File: src/verilog/nifb_pkg.sv
/*
 * Constants for the node identification frame builder: frame codes,
 * field values, option bits and byte offsets.
 * Assumes nothing of its surroundings.
 */
package nifb_pkg;
    localparam logic [7:0]  START_BYTE     = 8'h7E;
    localparam logic [7:0]  TYPE_NODE_ID   = 8'h95;
    localparam logic [15:0] RESERVED_FILL  = 16'hFFFE;
    localparam logic [7:0]  OPT_BCAST      = 8'h02;
    localparam logic [7:0]  OPT_METHOD_MSK = 8'hC0;
    localparam logic [7:0]  OPT_KEEP_MSK   = 8'hC2;
    localparam logic [7:0]  LABEL_END      = 8'h00;
    // Fixed header length counted from the type byte through the
    // manufacturer code, terminator included, without the label characters
    localparam logic [15:0] BASE_LEN       = 16'h001F;
    localparam logic [15:0] DEVTYPE_LEN    = 16'h0004;
    localparam logic [15:0] RSSI_LEN       = 16'h0001;
    // Byte offsets of fields before the label
    localparam logic [5:0]  OFS_SRC        = 6'h04;
    localparam logic [5:0]  OFS_RES0       = 6'h0C;
    localparam logic [5:0]  OFS_OPT        = 6'h0E;
    localparam logic [5:0]  OFS_RES1       = 6'h0F;
    localparam logic [5:0]  OFS_REM        = 6'h11;
    localparam logic [5:0]  OFS_LABEL      = 6'h19;
    // Trailer byte positions after the label terminator
    localparam logic [3:0]  TRL_RES        = 4'h0;
    localparam logic [3:0]  TRL_ROLE       = 4'h2;
    localparam logic [3:0]  TRL_EVENT      = 4'h3;
    localparam logic [3:0]  TRL_PROF       = 4'h4;
    localparam logic [3:0]  TRL_MFG        = 4'h6;
    localparam logic [3:0]  TRL_END        = 4'h8;
    localparam logic [3:0]  TRL_DEVTYPE_N  = 4'h4;
    // Flash length of the association indicator, in microseconds
    localparam int          FLASH_US       = 100;
    localparam int          CLK_MHZ        = 125;
    localparam int          FLASH_CYC      = FLASH_US * CLK_MHZ;
    localparam int          AWAKE_S        = 30;
    localparam logic [31:0] AWAKE_CYC      = 32'(64'(AWAKE_S) * 64'(CLK_MHZ)
                                             * 64'h0F4240);
    // Arbitrary neutral identification values
    localparam logic [15:0] PROFILE_CODE   = 16'h1111;
    localparam logic [15:0] MAKER_CODE     = 16'h2222;
    typedef enum logic [6:0] {
        ST_IDLE  = 7'h01,
        ST_HEAD  = 7'h02,
        ST_LABEL = 7'h04,
        ST_TRAIL = 7'h08,
        ST_DEVT  = 7'h10,
        ST_RSSI  = 7'h20,
        ST_SUM   = 7'h40
    } nifb_state_t;
endpackage
File: src/verilog/nifb_frame_builder.sv
/*
 * Node identification frame builder: on a received identification
 * broadcast it streams the indicator frame out, one byte per handshake,
 * and flashes the association indicator. It also raises the request to
 * send this node's own identity broadcast. Registers on Avalon-MM.
 * Assumes a byte sink with valid/ready and an Avalon-MM master that
 * holds its request until waitrequest is low.
 */
// Our own choices: the address map and the Avalon-MM slave port.
// Behaviour
// Frame opens with start byte then 16-bit length of bytes before checksum.
// Received identity broadcast yields a frame with the indicator type byte.
// Offset four carries the eight-byte address of the sending node.
// Reserved two-byte fields are filled with FFFE.
// Options bit 1 marks a broadcast; bits 0, 2, 4, 5 stay zero.
// Options bits 7:6 hold the delivery method, 01, 10 or 11.
// Option bits are ORed together into one byte.
// Offset 17 carries the eight-byte address of the originating node.
// Label string from offset 25, ended by a zero byte.
// Network role byte follows the reserved field after the label.
// Cause byte follows the role byte; one means pushbutton.
// Profile code then manufacturer code, fixed, two bytes each.
// Four-byte device type included only when its option bit is set.
// Signal strength byte before checksum only when its option bit is set.
// Checksum is FF minus low byte of sum from type byte onward.
// Own identity sent on button press, command 1, or 30 s awake.
// Every received broadcast flashes the indicator and emits a frame.
// Multi-byte fields go most significant byte first; start byte 7E.
// Host discards bad checksums and finds optional fields by length.
module nifb_frame_builder #(
    parameter int LABEL_MAX = 32,
    parameter int FLASH_CYCLES = nifb_pkg::FLASH_CYC,
    parameter logic [31:0] AWAKE_CYCLES = nifb_pkg::AWAKE_CYC
) (
    // Clock and reset
    input  wire logic        CLK,
    input  wire logic        RST_B,
    // Received identification broadcast
    input  wire logic        RX_VALID,
    input  wire logic [63:0] RX_SRC_ADDR,
    input  wire logic [63:0] RX_REM_ADDR,
    input  wire logic        RX_BCAST,
    input  wire logic [1:0]  RX_METHOD,
    input  wire logic [1:0]  RX_ROLE,
    input  wire logic [7:0]  RX_EVENT,
    input  wire logic [31:0] RX_DEVTYPE,
    input  wire logic [7:0]  RX_RSSI,
    input  wire logic [7:0]  RX_LABEL_LEN,
    input  wire logic [LABEL_MAX*8-1:0] RX_LABEL,
    output logic             RX_READY,
    // Own identity triggers
    input  wire logic        BUTTON_PRESS,
    input  wire logic        SYNC_AWAKE,
    output logic             IDENT_SEND,
    // Serial byte stream to host
    output logic             TX_VALID,
    output logic [7:0]       TX_DATA,
    output logic             TX_LAST,
    input  wire logic        TX_READY,
    // Association indicator
    output logic             ASSOC_LED,
    // Avalon-MM slave
    input  wire logic [3:0]  AVS_ADDRESS,
    input  wire logic        AVS_READ,
    input  wire logic        AVS_WRITE,
    input  wire logic [31:0] AVS_WRITEDATA,
    output logic [31:0]      AVS_READDATA,
    output logic             AVS_WAITREQUEST
);
    localparam logic [3:0] REG_CTRL   = 4'h0;
    localparam logic [3:0] REG_STATUS = 4'h1;
    localparam logic [3:0] REG_CMD    = 4'h2;

    nifb_pkg::nifb_state_t state_ff;
    logic [63:0] src_ff;
    logic [63:0] rem_ff;
    logic [7:0]  opt_ff;
    logic [7:0]  role_ff;
    logic [7:0]  event_ff;
    logic [31:0] devt_ff;
    logic [7:0]  rssi_ff;
    logic [7:0]  llen_ff;
    logic [LABEL_MAX*8-1:0] label_ff;
    logic [7:0]  idx_ff;
    logic [7:0]  sum_ff;
    logic [1:0]  ctrl_ff;
    logic [15:0] frames_ff;
    logic [31:0] flash_ff;
    logic [31:0] awake_ff;
    logic        ack_ff;
    logic        button_ff;
    logic [15:0] len;
    logic [7:0]  head_byte;
    logic [7:0]  trl_byte;
    logic [7:0]  cur_byte;
    logic        adv;
    logic        bus_req;

    assign adv = TX_VALID && TX_READY;
    assign bus_req = (AVS_READ || AVS_WRITE) && !ack_ff;

    // Length covers type byte to before checksum
    always_comb begin
        len = nifb_pkg::BASE_LEN + {8'h00, llen_ff};
        if (ctrl_ff[0]) begin
            len = len + nifb_pkg::DEVTYPE_LEN;
        end
        if (ctrl_ff[1]) begin
            len = len + nifb_pkg::RSSI_LEN;
        end
    end

    // Header bytes up to the label, MSB first
    always_comb begin
        head_byte = 8'h00;
        case (idx_ff[5:0])
            6'h00: head_byte = nifb_pkg::START_BYTE;
            6'h01: head_byte = len[15:8];
            6'h02: head_byte = len[7:0];
            6'h03: head_byte = nifb_pkg::TYPE_NODE_ID;
            nifb_pkg::OFS_OPT: head_byte = opt_ff;
            default: begin
                if (idx_ff[5:0] >= nifb_pkg::OFS_REM) begin
                    head_byte = rem_ff[8'(8'h07 - 8'(idx_ff[5:0]
                                - nifb_pkg::OFS_REM)) * 8 +: 8];
                end else if (idx_ff[5:0] >= nifb_pkg::OFS_RES1) begin
                    head_byte = (idx_ff[5:0] == nifb_pkg::OFS_RES1) ?
                        nifb_pkg::RESERVED_FILL[15:8] :
                        nifb_pkg::RESERVED_FILL[7:0];
                end else if (idx_ff[5:0] >= nifb_pkg::OFS_RES0) begin
                    head_byte = (idx_ff[5:0] == nifb_pkg::OFS_RES0) ?
                        nifb_pkg::RESERVED_FILL[15:8] :
                        nifb_pkg::RESERVED_FILL[7:0];
                end else begin
                    head_byte = src_ff[8'(8'h07 - 8'(idx_ff[5:0]
                                - nifb_pkg::OFS_SRC)) * 8 +: 8];
                end
            end
        endcase
    end

    // Trailer after the label terminator
    always_comb begin
        trl_byte = 8'h00;
        case (idx_ff[3:0])
            nifb_pkg::TRL_RES:   trl_byte = nifb_pkg::RESERVED_FILL[15:8];
            4'h1:                trl_byte = nifb_pkg::RESERVED_FILL[7:0];
            nifb_pkg::TRL_ROLE:  trl_byte = role_ff;
            nifb_pkg::TRL_EVENT: trl_byte = event_ff;
            nifb_pkg::TRL_PROF:  trl_byte = nifb_pkg::PROFILE_CODE[15:8];
            4'h5:                trl_byte = nifb_pkg::PROFILE_CODE[7:0];
            nifb_pkg::TRL_MFG:   trl_byte = nifb_pkg::MAKER_CODE[15:8];
            4'h7:                trl_byte = nifb_pkg::MAKER_CODE[7:0];
            default:             trl_byte = 8'h00;
        endcase
    end

    always_comb begin
        cur_byte = 8'h00;
        case (state_ff)
            nifb_pkg::ST_HEAD:  cur_byte = head_byte;
            nifb_pkg::ST_LABEL: cur_byte = (idx_ff < llen_ff) ?
                                label_ff[idx_ff*8 +: 8] :
                                nifb_pkg::LABEL_END;
            nifb_pkg::ST_TRAIL: cur_byte = trl_byte;
            nifb_pkg::ST_DEVT:  cur_byte = devt_ff[8'(8'h03 - idx_ff)*8 +: 8];
            nifb_pkg::ST_RSSI:  cur_byte = rssi_ff;
            nifb_pkg::ST_SUM:   cur_byte = 8'hFF - sum_ff;
            default:            cur_byte = 8'h00;
        endcase
    end

    // Frame sequencer
    always_ff @(posedge CLK or negedge RST_B) begin
        if (!RST_B) begin
            state_ff <= nifb_pkg::ST_IDLE;
            idx_ff   <= 8'h00;
        end else begin
            case (state_ff)
                nifb_pkg::ST_IDLE: begin
                    if (RX_VALID) begin
                        state_ff <= nifb_pkg::ST_HEAD;
                        idx_ff   <= 8'h00;
                    end
                end
                nifb_pkg::ST_HEAD: if (adv) begin
                    if (idx_ff[5:0] == nifb_pkg::OFS_LABEL - 6'h01) begin
                        state_ff <= nifb_pkg::ST_LABEL;
                        idx_ff   <= 8'h00;
                    end else begin
                        idx_ff <= idx_ff + 8'h01;
                    end
                end
                nifb_pkg::ST_LABEL: if (adv) begin
                    if (idx_ff >= llen_ff) begin
                        state_ff <= nifb_pkg::ST_TRAIL;
                        idx_ff   <= 8'h00;
                    end else begin
                        idx_ff <= idx_ff + 8'h01;
                    end
                end
                nifb_pkg::ST_TRAIL: if (adv) begin
                    if (idx_ff[3:0] == nifb_pkg::TRL_END - 4'h1) begin
                        idx_ff <= 8'h00;
                        if (ctrl_ff[0]) begin
                            state_ff <= nifb_pkg::ST_DEVT;
                        end else if (ctrl_ff[1]) begin
                            state_ff <= nifb_pkg::ST_RSSI;
                        end else begin
                            state_ff <= nifb_pkg::ST_SUM;
                        end
                    end else begin
                        idx_ff <= idx_ff + 8'h01;
                    end
                end
                nifb_pkg::ST_DEVT: if (adv) begin
                    if (idx_ff[3:0] == nifb_pkg::TRL_DEVTYPE_N - 4'h1) begin
                        state_ff <= ctrl_ff[1] ? nifb_pkg::ST_RSSI :
                                    nifb_pkg::ST_SUM;
                    end else begin
                        idx_ff <= idx_ff + 8'h01;
                    end
                end
                nifb_pkg::ST_RSSI: if (adv) begin
                    state_ff <= nifb_pkg::ST_SUM;
                end
                nifb_pkg::ST_SUM: if (adv) begin
                    state_ff <= nifb_pkg::ST_IDLE;
                end
                default: state_ff <= nifb_pkg::ST_IDLE;
            endcase
        end
    end

    // Capture of the received broadcast fields
    always_ff @(posedge CLK or negedge RST_B) begin
        if (!RST_B) begin
            src_ff   <= 64'h0;
            rem_ff   <= 64'h0;
            opt_ff   <= 8'h00;
            role_ff  <= 8'h00;
            event_ff <= 8'h00;
            devt_ff  <= 32'h0;
            rssi_ff  <= 8'h00;
            llen_ff  <= 8'h00;
            label_ff <= '0;
        end else if (state_ff == nifb_pkg::ST_IDLE && RX_VALID) begin
            src_ff   <= RX_SRC_ADDR;
            rem_ff   <= RX_REM_ADDR;
            // Method and broadcast bits ORed, reserved bits zero
            opt_ff   <= (({RX_METHOD, 6'h00} & nifb_pkg::OPT_METHOD_MSK)
                        | (RX_BCAST ? nifb_pkg::OPT_BCAST : 8'h00))
                        & nifb_pkg::OPT_KEEP_MSK;
            role_ff  <= {6'h00, RX_ROLE};
            event_ff <= RX_EVENT;
            devt_ff  <= RX_DEVTYPE;
            rssi_ff  <= RX_RSSI;
            llen_ff  <= (RX_LABEL_LEN > 8'(LABEL_MAX)) ? 8'(LABEL_MAX) :
                        RX_LABEL_LEN;
            label_ff <= RX_LABEL;
        end
    end

    // Stream outputs and running checksum
    always_ff @(posedge CLK or negedge RST_B) begin
        if (!RST_B) begin
            TX_VALID <= 1'b0;
            TX_DATA  <= 8'h00;
            TX_LAST  <= 1'b0;
            sum_ff   <= 8'h00;
            RX_READY <= 1'b0;
        end else begin
            RX_READY <= (state_ff == nifb_pkg::ST_IDLE) && !RX_VALID;
            TX_VALID <= 1'b0;
            if (state_ff != nifb_pkg::ST_IDLE && !adv) begin
                TX_VALID <= 1'b1;
                TX_DATA  <= cur_byte;
                TX_LAST  <= (state_ff == nifb_pkg::ST_SUM);
            end
            if (state_ff == nifb_pkg::ST_IDLE) begin
                sum_ff <= 8'h00;
            end else if (adv && !(state_ff == nifb_pkg::ST_HEAD
                         && idx_ff < 8'h03)) begin
                sum_ff <= sum_ff + TX_DATA;
            end
        end
    end

    // Indicator flash and own identity triggers
    always_ff @(posedge CLK or negedge RST_B) begin
        if (!RST_B) begin
            flash_ff   <= 32'h0;
            ASSOC_LED  <= 1'b0;
            awake_ff   <= 32'h0;
            IDENT_SEND <= 1'b0;
            button_ff  <= 1'b0;
        end else begin
            if (state_ff == nifb_pkg::ST_IDLE && RX_VALID) begin
                flash_ff <= 32'(FLASH_CYCLES);
            end else if (flash_ff != 32'h0) begin
                flash_ff <= flash_ff - 32'h1;
            end
            ASSOC_LED <= (flash_ff != 32'h0);
            awake_ff  <= SYNC_AWAKE ? awake_ff + 32'h1 : 32'h0;
            button_ff  <= BUTTON_PRESS;
            // One request per press, not per cycle held
            IDENT_SEND <= (BUTTON_PRESS && !button_ff)
                || (AVS_WRITE && ack_ff && AVS_ADDRESS == REG_CMD
                    && AVS_WRITEDATA[7:0] == 8'h01)
                || (SYNC_AWAKE && awake_ff == 32'(AWAKE_CYCLES) - 32'h1);
        end
    end

    // Avalon-MM slave, one wait cycle per access
    always_ff @(posedge CLK or negedge RST_B) begin
        if (!RST_B) begin
            ack_ff          <= 1'b0;
            AVS_WAITREQUEST <= 1'b1;
            AVS_READDATA    <= 32'h0;
            ctrl_ff         <= 2'b00;
            frames_ff       <= 16'h0;
        end else begin
            ack_ff          <= bus_req;
            AVS_WAITREQUEST <= !bus_req;
            if (state_ff == nifb_pkg::ST_SUM && adv) begin
                frames_ff <= frames_ff + 16'h1;
            end
            if (ack_ff && AVS_WRITE && AVS_ADDRESS == REG_CTRL) begin
                ctrl_ff <= AVS_WRITEDATA[1:0];
            end
            if (bus_req && AVS_READ) begin
                case (AVS_ADDRESS)
                    REG_CTRL:   AVS_READDATA <= {30'h0, ctrl_ff};
                    REG_STATUS: AVS_READDATA <= {9'h0, state_ff, frames_ff};
                    default:    AVS_READDATA <= 32'h0;
                endcase
            end
        end
    end
endmodule

File: config.mk
export PLATFORM = sky130hd
export DESIGN_NAME = nifb_frame_builder
export DESIGN_NICKNAME = d
export VERILOG_FILES = /design/src/verilog/nifb_pkg.sv /design/src/verilog/nifb_frame_builder.sv
export SDC_FILE = /design/constraint.sdc
export NUM_CORES = 1
export LEC_CHECK = 0
export BUFFER_PORTS_ARGS = -buffer_cell sky130_fd_sc_hd__buf_2
export CORE_AREA = 2 2 164 327
export CTS_CLUSTER_SIZE = 28
export DETAILED_ROUTE_END_ITERATION = 10
export DIE_AREA = 0 0 166 329
export MAX_ROUTING_LAYER = met4
export PLACE_DENSITY_LB_ADDON = 0.3
export SETUP_SLACK_MARGIN = 0.5
export SLEW_MARGIN = 20
export SYNTH_ARGS = -nofsm -noshare
export SYNTH_HDL_FRONTEND = slang
export SYNTH_SLANG_ARGS = --single-unit
File: constraint.sdc
create_clock -name CLK -period 7.85 [get_ports CLK]
set_clock_uncertainty 0.05 [all_clocks]
set_input_delay 0.3925 -clock CLK [delete_from_list [all_inputs] [get_ports CLK]]
set_output_delay 0.3925 -clock CLK [all_outputs]
set_load 0.01 [all_outputs]
; ---- Word level (Yosys, flattened, before mapping)
; Cells that the tools add are included.
[classes]
reduce_logical = 35
n_bitwise = 1
order_cmp = 7
n_mux = 44
eq_ne = 38
n_shift = 4
n_addsub = 14
[ops]
columns = operator, n
row1 = variable part select 256 x 12 -> 8 bit, 1
row2 = 2-to-1 mux 8 bit, 16
row3 = variable part select 64 x 12 -> 8 bit, 2
row4 = 2-to-1 mux 32 bit, 3
row5 = case mux 8 bit (6 select lines), 2
row6 = 2-to-1 mux 7 bit, 13
row7 = case mux 8 bit (5 select lines), 2
row8 = case mux 7 bit (7 select lines), 1
row9 = case mux 23 bit (2 select lines), 1
row10 = "adder 16 x 1 -> 16 bit, second input constant", 2
row11 = "adder 32 x 1 -> 32 bit, second input constant", 1
row12 = "equality test 32 bit, second input constant", 1
row13 = nonzero test 32 bit, 1
row14 = variable part select 32 x 12 -> 8 bit, 1
row15 = "subtractor 32 x 1 -> 32 bit, second input constant", 1
row16 = "!= test 2 bit, second input constant", 12
row17 = "equality test 6 x 4 -> 1 bit, second input constant", 3
row18 = "equality test 4 x 3 -> 1 bit, second input constant", 4
row19 = 2-to-1 mux 16 bit, 1
row20 = "subtractor 4 x 7 -> 8 bit, first input constant", 2
row21 = logical AND 1 bit, 15
row22 = "equality test 4 x 2 -> 1 bit, second input constant", 3
row23 = "equality test 6 x 2 -> 1 bit, second input constant", 2
row24 = "greater-or-equal comparator 6 x 4 -> 1 bit, second input constant", 2
row25 = 38 further kinds, 51
[totals]
inputBits = 489
ff_bits = 598
output_inout_bits = 46

; ---- Depth between registers and ports, before layout
[logic_depth]
ltp_word = 8
mapped_depth = 14
depth_no_buf = 11

; ---- Worst setup path before layout
; Ideal clock, no wire load.
[synth_path]
path_type = register to register
startpoint = register idx_ff[3]
endpoint = register sum_ff[0]
stages_incl_launch_ff = 12
t_arrival_ps = 3107
period_less_slack_ps = 3289
setup_time_ps = 132
setup_slack_ps = 4561
cell_sequence = dfrtp_1 -> clkbuf_1 -> inv_2 -> clkbuf_1 -> ha_1 -> buf_1 -> clkbuf_1 -> nand2_1 -> o31ai_1 -> clkbuf_1 -> mux2i_1 -> nor2_1
[synth_via]
elab_chain_len = 5
[synth_lines]
columns = element, line_no
row1 = start: declaration, nifb_frame_builder.sv:84  ; logic [7:0] idx_ff;
row2 = start signal: assignment, nifb_frame_builder.sv:191  ; idx_ff <= idx_ff + 8'h01;
row3 = start signal: assignment, nifb_frame_builder.sv:199  ; idx_ff <= idx_ff + 8'h01;
row4 = start signal: assignment, nifb_frame_builder.sv:213  ; idx_ff <= idx_ff + 8'h01;
row5 = less-than comparator 8 x 2 -> 1 bit, nifb_frame_builder.sv:283  ; && idx_ff < 8'h03)) begin
row6 = logical AND 1 bit, nifb_frame_builder.sv:283
row7 = logical NOT 1 bit, nifb_frame_builder.sv:282  ; end else if (adv && !(state_ff == nifb_pkg::ST_HEAD
row8 = logical AND 1 bit, nifb_frame_builder.sv:282
row9 = nonzero test 2 bit (no line), n/a
row10 = end signal: assignment, nifb_frame_builder.sv:284  ; sum_ff <= sum_ff + TX_DATA;
row11 = end: declaration, nifb_frame_builder.sv:85  ; logic [7:0] sum_ff;
; No other way between the ends.
; A chain may end at the register's enable or synchronous reset.

; ---- Worst setup path after layout
[layout_path]
startpoint = register state_ff[6]
endpoint = register rem_ff[44]
[layout_via]
elab_chain_len = 2
[layout_lines]
columns = element, line_no
row1 = start: declaration, nifb_frame_builder.sv:74  ; nifb_pkg::nifb_state_t state_ff;
row2 = start signal: assignment, nifb_frame_builder.sv:176  ; state_ff <= nifb_pkg::ST_IDLE;
row3 = start signal: assignment, nifb_frame_builder.sv:182  ; state_ff <= nifb_pkg::ST_HEAD;
row4 = start signal: assignment, nifb_frame_builder.sv:188  ; state_ff <= nifb_pkg::ST_LABEL;
row5 = equality test 7 x 1 -> 1 bit, nifb_frame_builder.sv:247  ; end else if (state_ff == nifb_pkg::ST_IDLE && RX_VALID) begin
row6 = logical AND 1 bit, nifb_frame_builder.sv:247
row7 = end signal: assignment, nifb_frame_builder.sv:239  ; rem_ff <= 64'h0;
row8 = end signal: assignment, nifb_frame_builder.sv:249  ; rem_ff <= RX_REM_ADDR;
row9 = end: declaration, nifb_frame_builder.sv:76  ; logic [63:0] rem_ff;
; No other way between the ends.

==> results_dict.tcl <==
set metrics [dict create \
    vias 26300 \
    r2r_slack_ns 3.58 \
    synthFlopType "dfrtp_1" \
    start_util_pct 54.3 \
    post-cts-setup-buffers 0 \
    final_cell_mix "nand2_1 (1404), dfrtp_1 (585), buf_2 (500)" \
    cts-root-buf "clkbuf_16" \
    dp_slack_ns 3.74 \
    nFillCells 3467 \
    synth-edff-count 0 \
    power_density_mw_per_mm2 323 \
    worstSetupEndpointType "register" \
    fin_util_pct 71.6 \
    synth_top_family_by_area "simple AND/OR/NAND/NOR gates" \
    holdBufCountCts 430 \
    die-area_sq_mm 0.0546 \
    layout_commonest_cell "nand2_1" \
    synth_compound_area_share_pct 5.31 \
    crit_path_cell_trace "or3_4, nor3_1, buf_4, and2_4, buf_4, buf_4, nand2_1, nand2_1" \
    dp_cells 4008 \
    grt_pass1_vias 27400 \
    tightest_slew_ns 1.05 \
    core_area_sq_mm 0.0523 \
    numCtsBuffers 52 \
    p_total_uw 12100 \
    drive_gt1_share_pct 20.1 \
    crit_top_cell "buf_4" \
    syn_area_sq_mm 0.0284 \
    post-dp-hpwl_um 57000 \
    drtAntennaViolNets 0 \
    slew_viol_final 0 \
    firstDrtPassIters 6 \
    required_ns 8.33 \
    maxCapViolations 0 \
    htree_levels 2 \
    synth-async-reset-ratio_pct 100 \
    arrival_ns 4.75 \
    die_h_um 329 \
    synth_area_leaders "dfrtp_1 (52%), nand2_1 (19%), mux4_2 (9.4%)" \
    yosysSeqAreaShare_pct 51.9 \
    grt_pass1_wl_um 151000 \
    leakage_uw 0.0188 \
    max_freq_mhz 234 \
    syn_to_final_growth_pct 31.9 \
    wl_per_cell_um 21.3 \
    drc 0 \
    vias_per_cell 5.77 \
    ys_seq_elements 589 \
    cp_slowest_cell "buf_4" \
    grt.overflow.total 0 \
    clk_pin_slew_ns 0.07 \
    yosys.area.top_type "dfrtp_1" \
    ctsLongestPathBuffers 3 \
    slew_headroom_pct 30.1 \
    routed_wl_um 97100 \
    clock_sinks 589 \
    yosys.area.top_type_share_pct 51.8 \
    synth_mux_area_share_pct 10.6 \
    status "finished, final reports clean" \
    setup_slack_ns 3.58 \
    slowest_delay_ns 0.75 \
    synthXorXnorAreaFrac_pct 2.57 \
    hold_viol_final 0 \
    max-vdd-ir-drop_uv 349 \
    finalSetupViolCount 0 \
    globalplace.congestion 0.908 \
    die_w_um 166 \
    io_buffers 501 \
    ys_types 84 \
    critPathTopFamily "simple AND/OR/NAND/NOR gates" \
    tns_ns 0 \
    nets 4346 \
    clk_latency_ns 0.59 \
    antenna_found_initial 14 \
    stdcell_count 4553 \
    critPathLaunchType "register" \
    critPathMaxFanout 77 \
    yosys_warnings 0 \
    rsz0062_at_grt "false" \
    io_pins 535 \
    tritoncts "yes" \
    grtUsageTotal_pct 36.6 \
    syn_avg_cell_area_sq_um 9.52 \
    cp_num_buf_inv 3 \
    grt_max_degree 198 \
    rows 119 \
    synthAdderAreaFrac_pct 1.35 \
    drtIter0Drc 2456 \
    synthSimpleGateAreaFrac_pct 25.1 \
    path_class "register to register" \
    period_minus_slack_ns 4.27 \
    postCtsResizedCells 0 \
    finalCritPeriodShare_pct 54.4 \
    netlist_instances 2982 \
    hold_class "input port to register" \
]
Yosys cell counts (6+ instances only):
master	count
and3_1	18
nor2_1	72
clkbuf_1	92
a21oi_1	42
nand3_1	46
a211oi_1	6
nand2b_1	7
xor2_1	25
and4_1	6
dfrtp_1	587
mux2i_1	25
inv_1	30
nand4_1	15
xnor2_1	54
mux4_2	119
or3_1	18
ha_1	29
o211ai_1	9
buf_1	8
o21ai_0	46
nand2_1	1405
nor3_1	26
and2_1	40
o31ai_1	13
a31oi_1	7
nor4_1	12
a22o_1	24
buf_2	53
a21o_1	11
buf_4	17
worst paths after layout:
check,startpoint,to,cells after the start
max,state_ff[6],rem_ff[44],8
min,RX_VALID,RX_READY,2
max reg2reg,state_ff[6],rem_ff[44],8
min reg2reg,awake_ff[0],awake_ff[0],1
max in group asynchronous,RST_B,src_ff[7],3
min in group asynchronous,RST_B,flash_ff[28],2
cells by family after synthesis:
kind of cell / count (synthesis)
buffers and inverters: 202
other: 1
AO/OA/AOI/OAI: 214
multiplexers: 149
XOR/XNOR: 81
flip-flops: 589
adder cells (fa/ha/maj): 30
AND/OR/NAND/NOR: 1716
routing by layer:
layer | vias up | part of all wire [%] | GRT usage, %
li1 | 11600 | - | -
met1 | 12700 | 38 | 44.1
met2 | 1577 | 48 | 56.7
met3 | 447 | 7.4 | 7.50
met4 | 0 | 7.1 | 22.9
met5 | - | 0 | -
metrics by stage:
| step | hold slack, ns | cell area [sq um] |
|---|---|---|
| finish | 0.0340 | 37400 |
| global route | 0.0173 | 37400 |
| CTS | 0.00168 | 37400 |
| detailed placement | 0.396 | 31200 |
| global placement | 0.388 | 31200 |
| floorplan | 0.0469 | 28400 |
state kept, by name (all words and copies together) (netlist names), 16 cells and up:
| register | cells |
|---|---|
| flash_ff | 32 |
| rem_ff | 64 |
| AVS_READDATA | 23 |
| label_ff | 256 |
| devt_ff | 32 |
| awake_ff | 32 |
| src_ff | 64 |
| frames_ff | 16 |
cell type report:
class | count | area (sq um) | share of cell area (%)
sequential | 589 | 14700 | 39.4
timing repair buffer | 954 | 7030 | 18.8
tap | 665 | 832 | 2.22
inverter | 31 | 116 | 0.311
multi-input combinational | 2199 | 12800 | 34.2
antenna | 19 | 47.5 | 0.127
clock buffer | 69 | 1480 | 3.94
clock inverter | 27 | 390 | 1.04
worst reg2reg max path: cells and delay by family, from the launching register on:
| kind | cells | cell delay, ns |
|---|---|---|
| buffers and inverters | 3 | 1.78 |
| flip-flops | 1 | 0.50 |
| AND/OR/NAND/NOR | 5 | 1.87 |
power breakdown:
part	leakage [uW]	total (uW)	switching (uW)	internal, uW
clock	0.000902	2840	1210	1630
combinational	0.0105	4300	2590	1710
sequential	0.00749	4960	773	4190
total	0.0188	12100	4580	7530
Note: power is estimated with default switching activity, not from simulation.
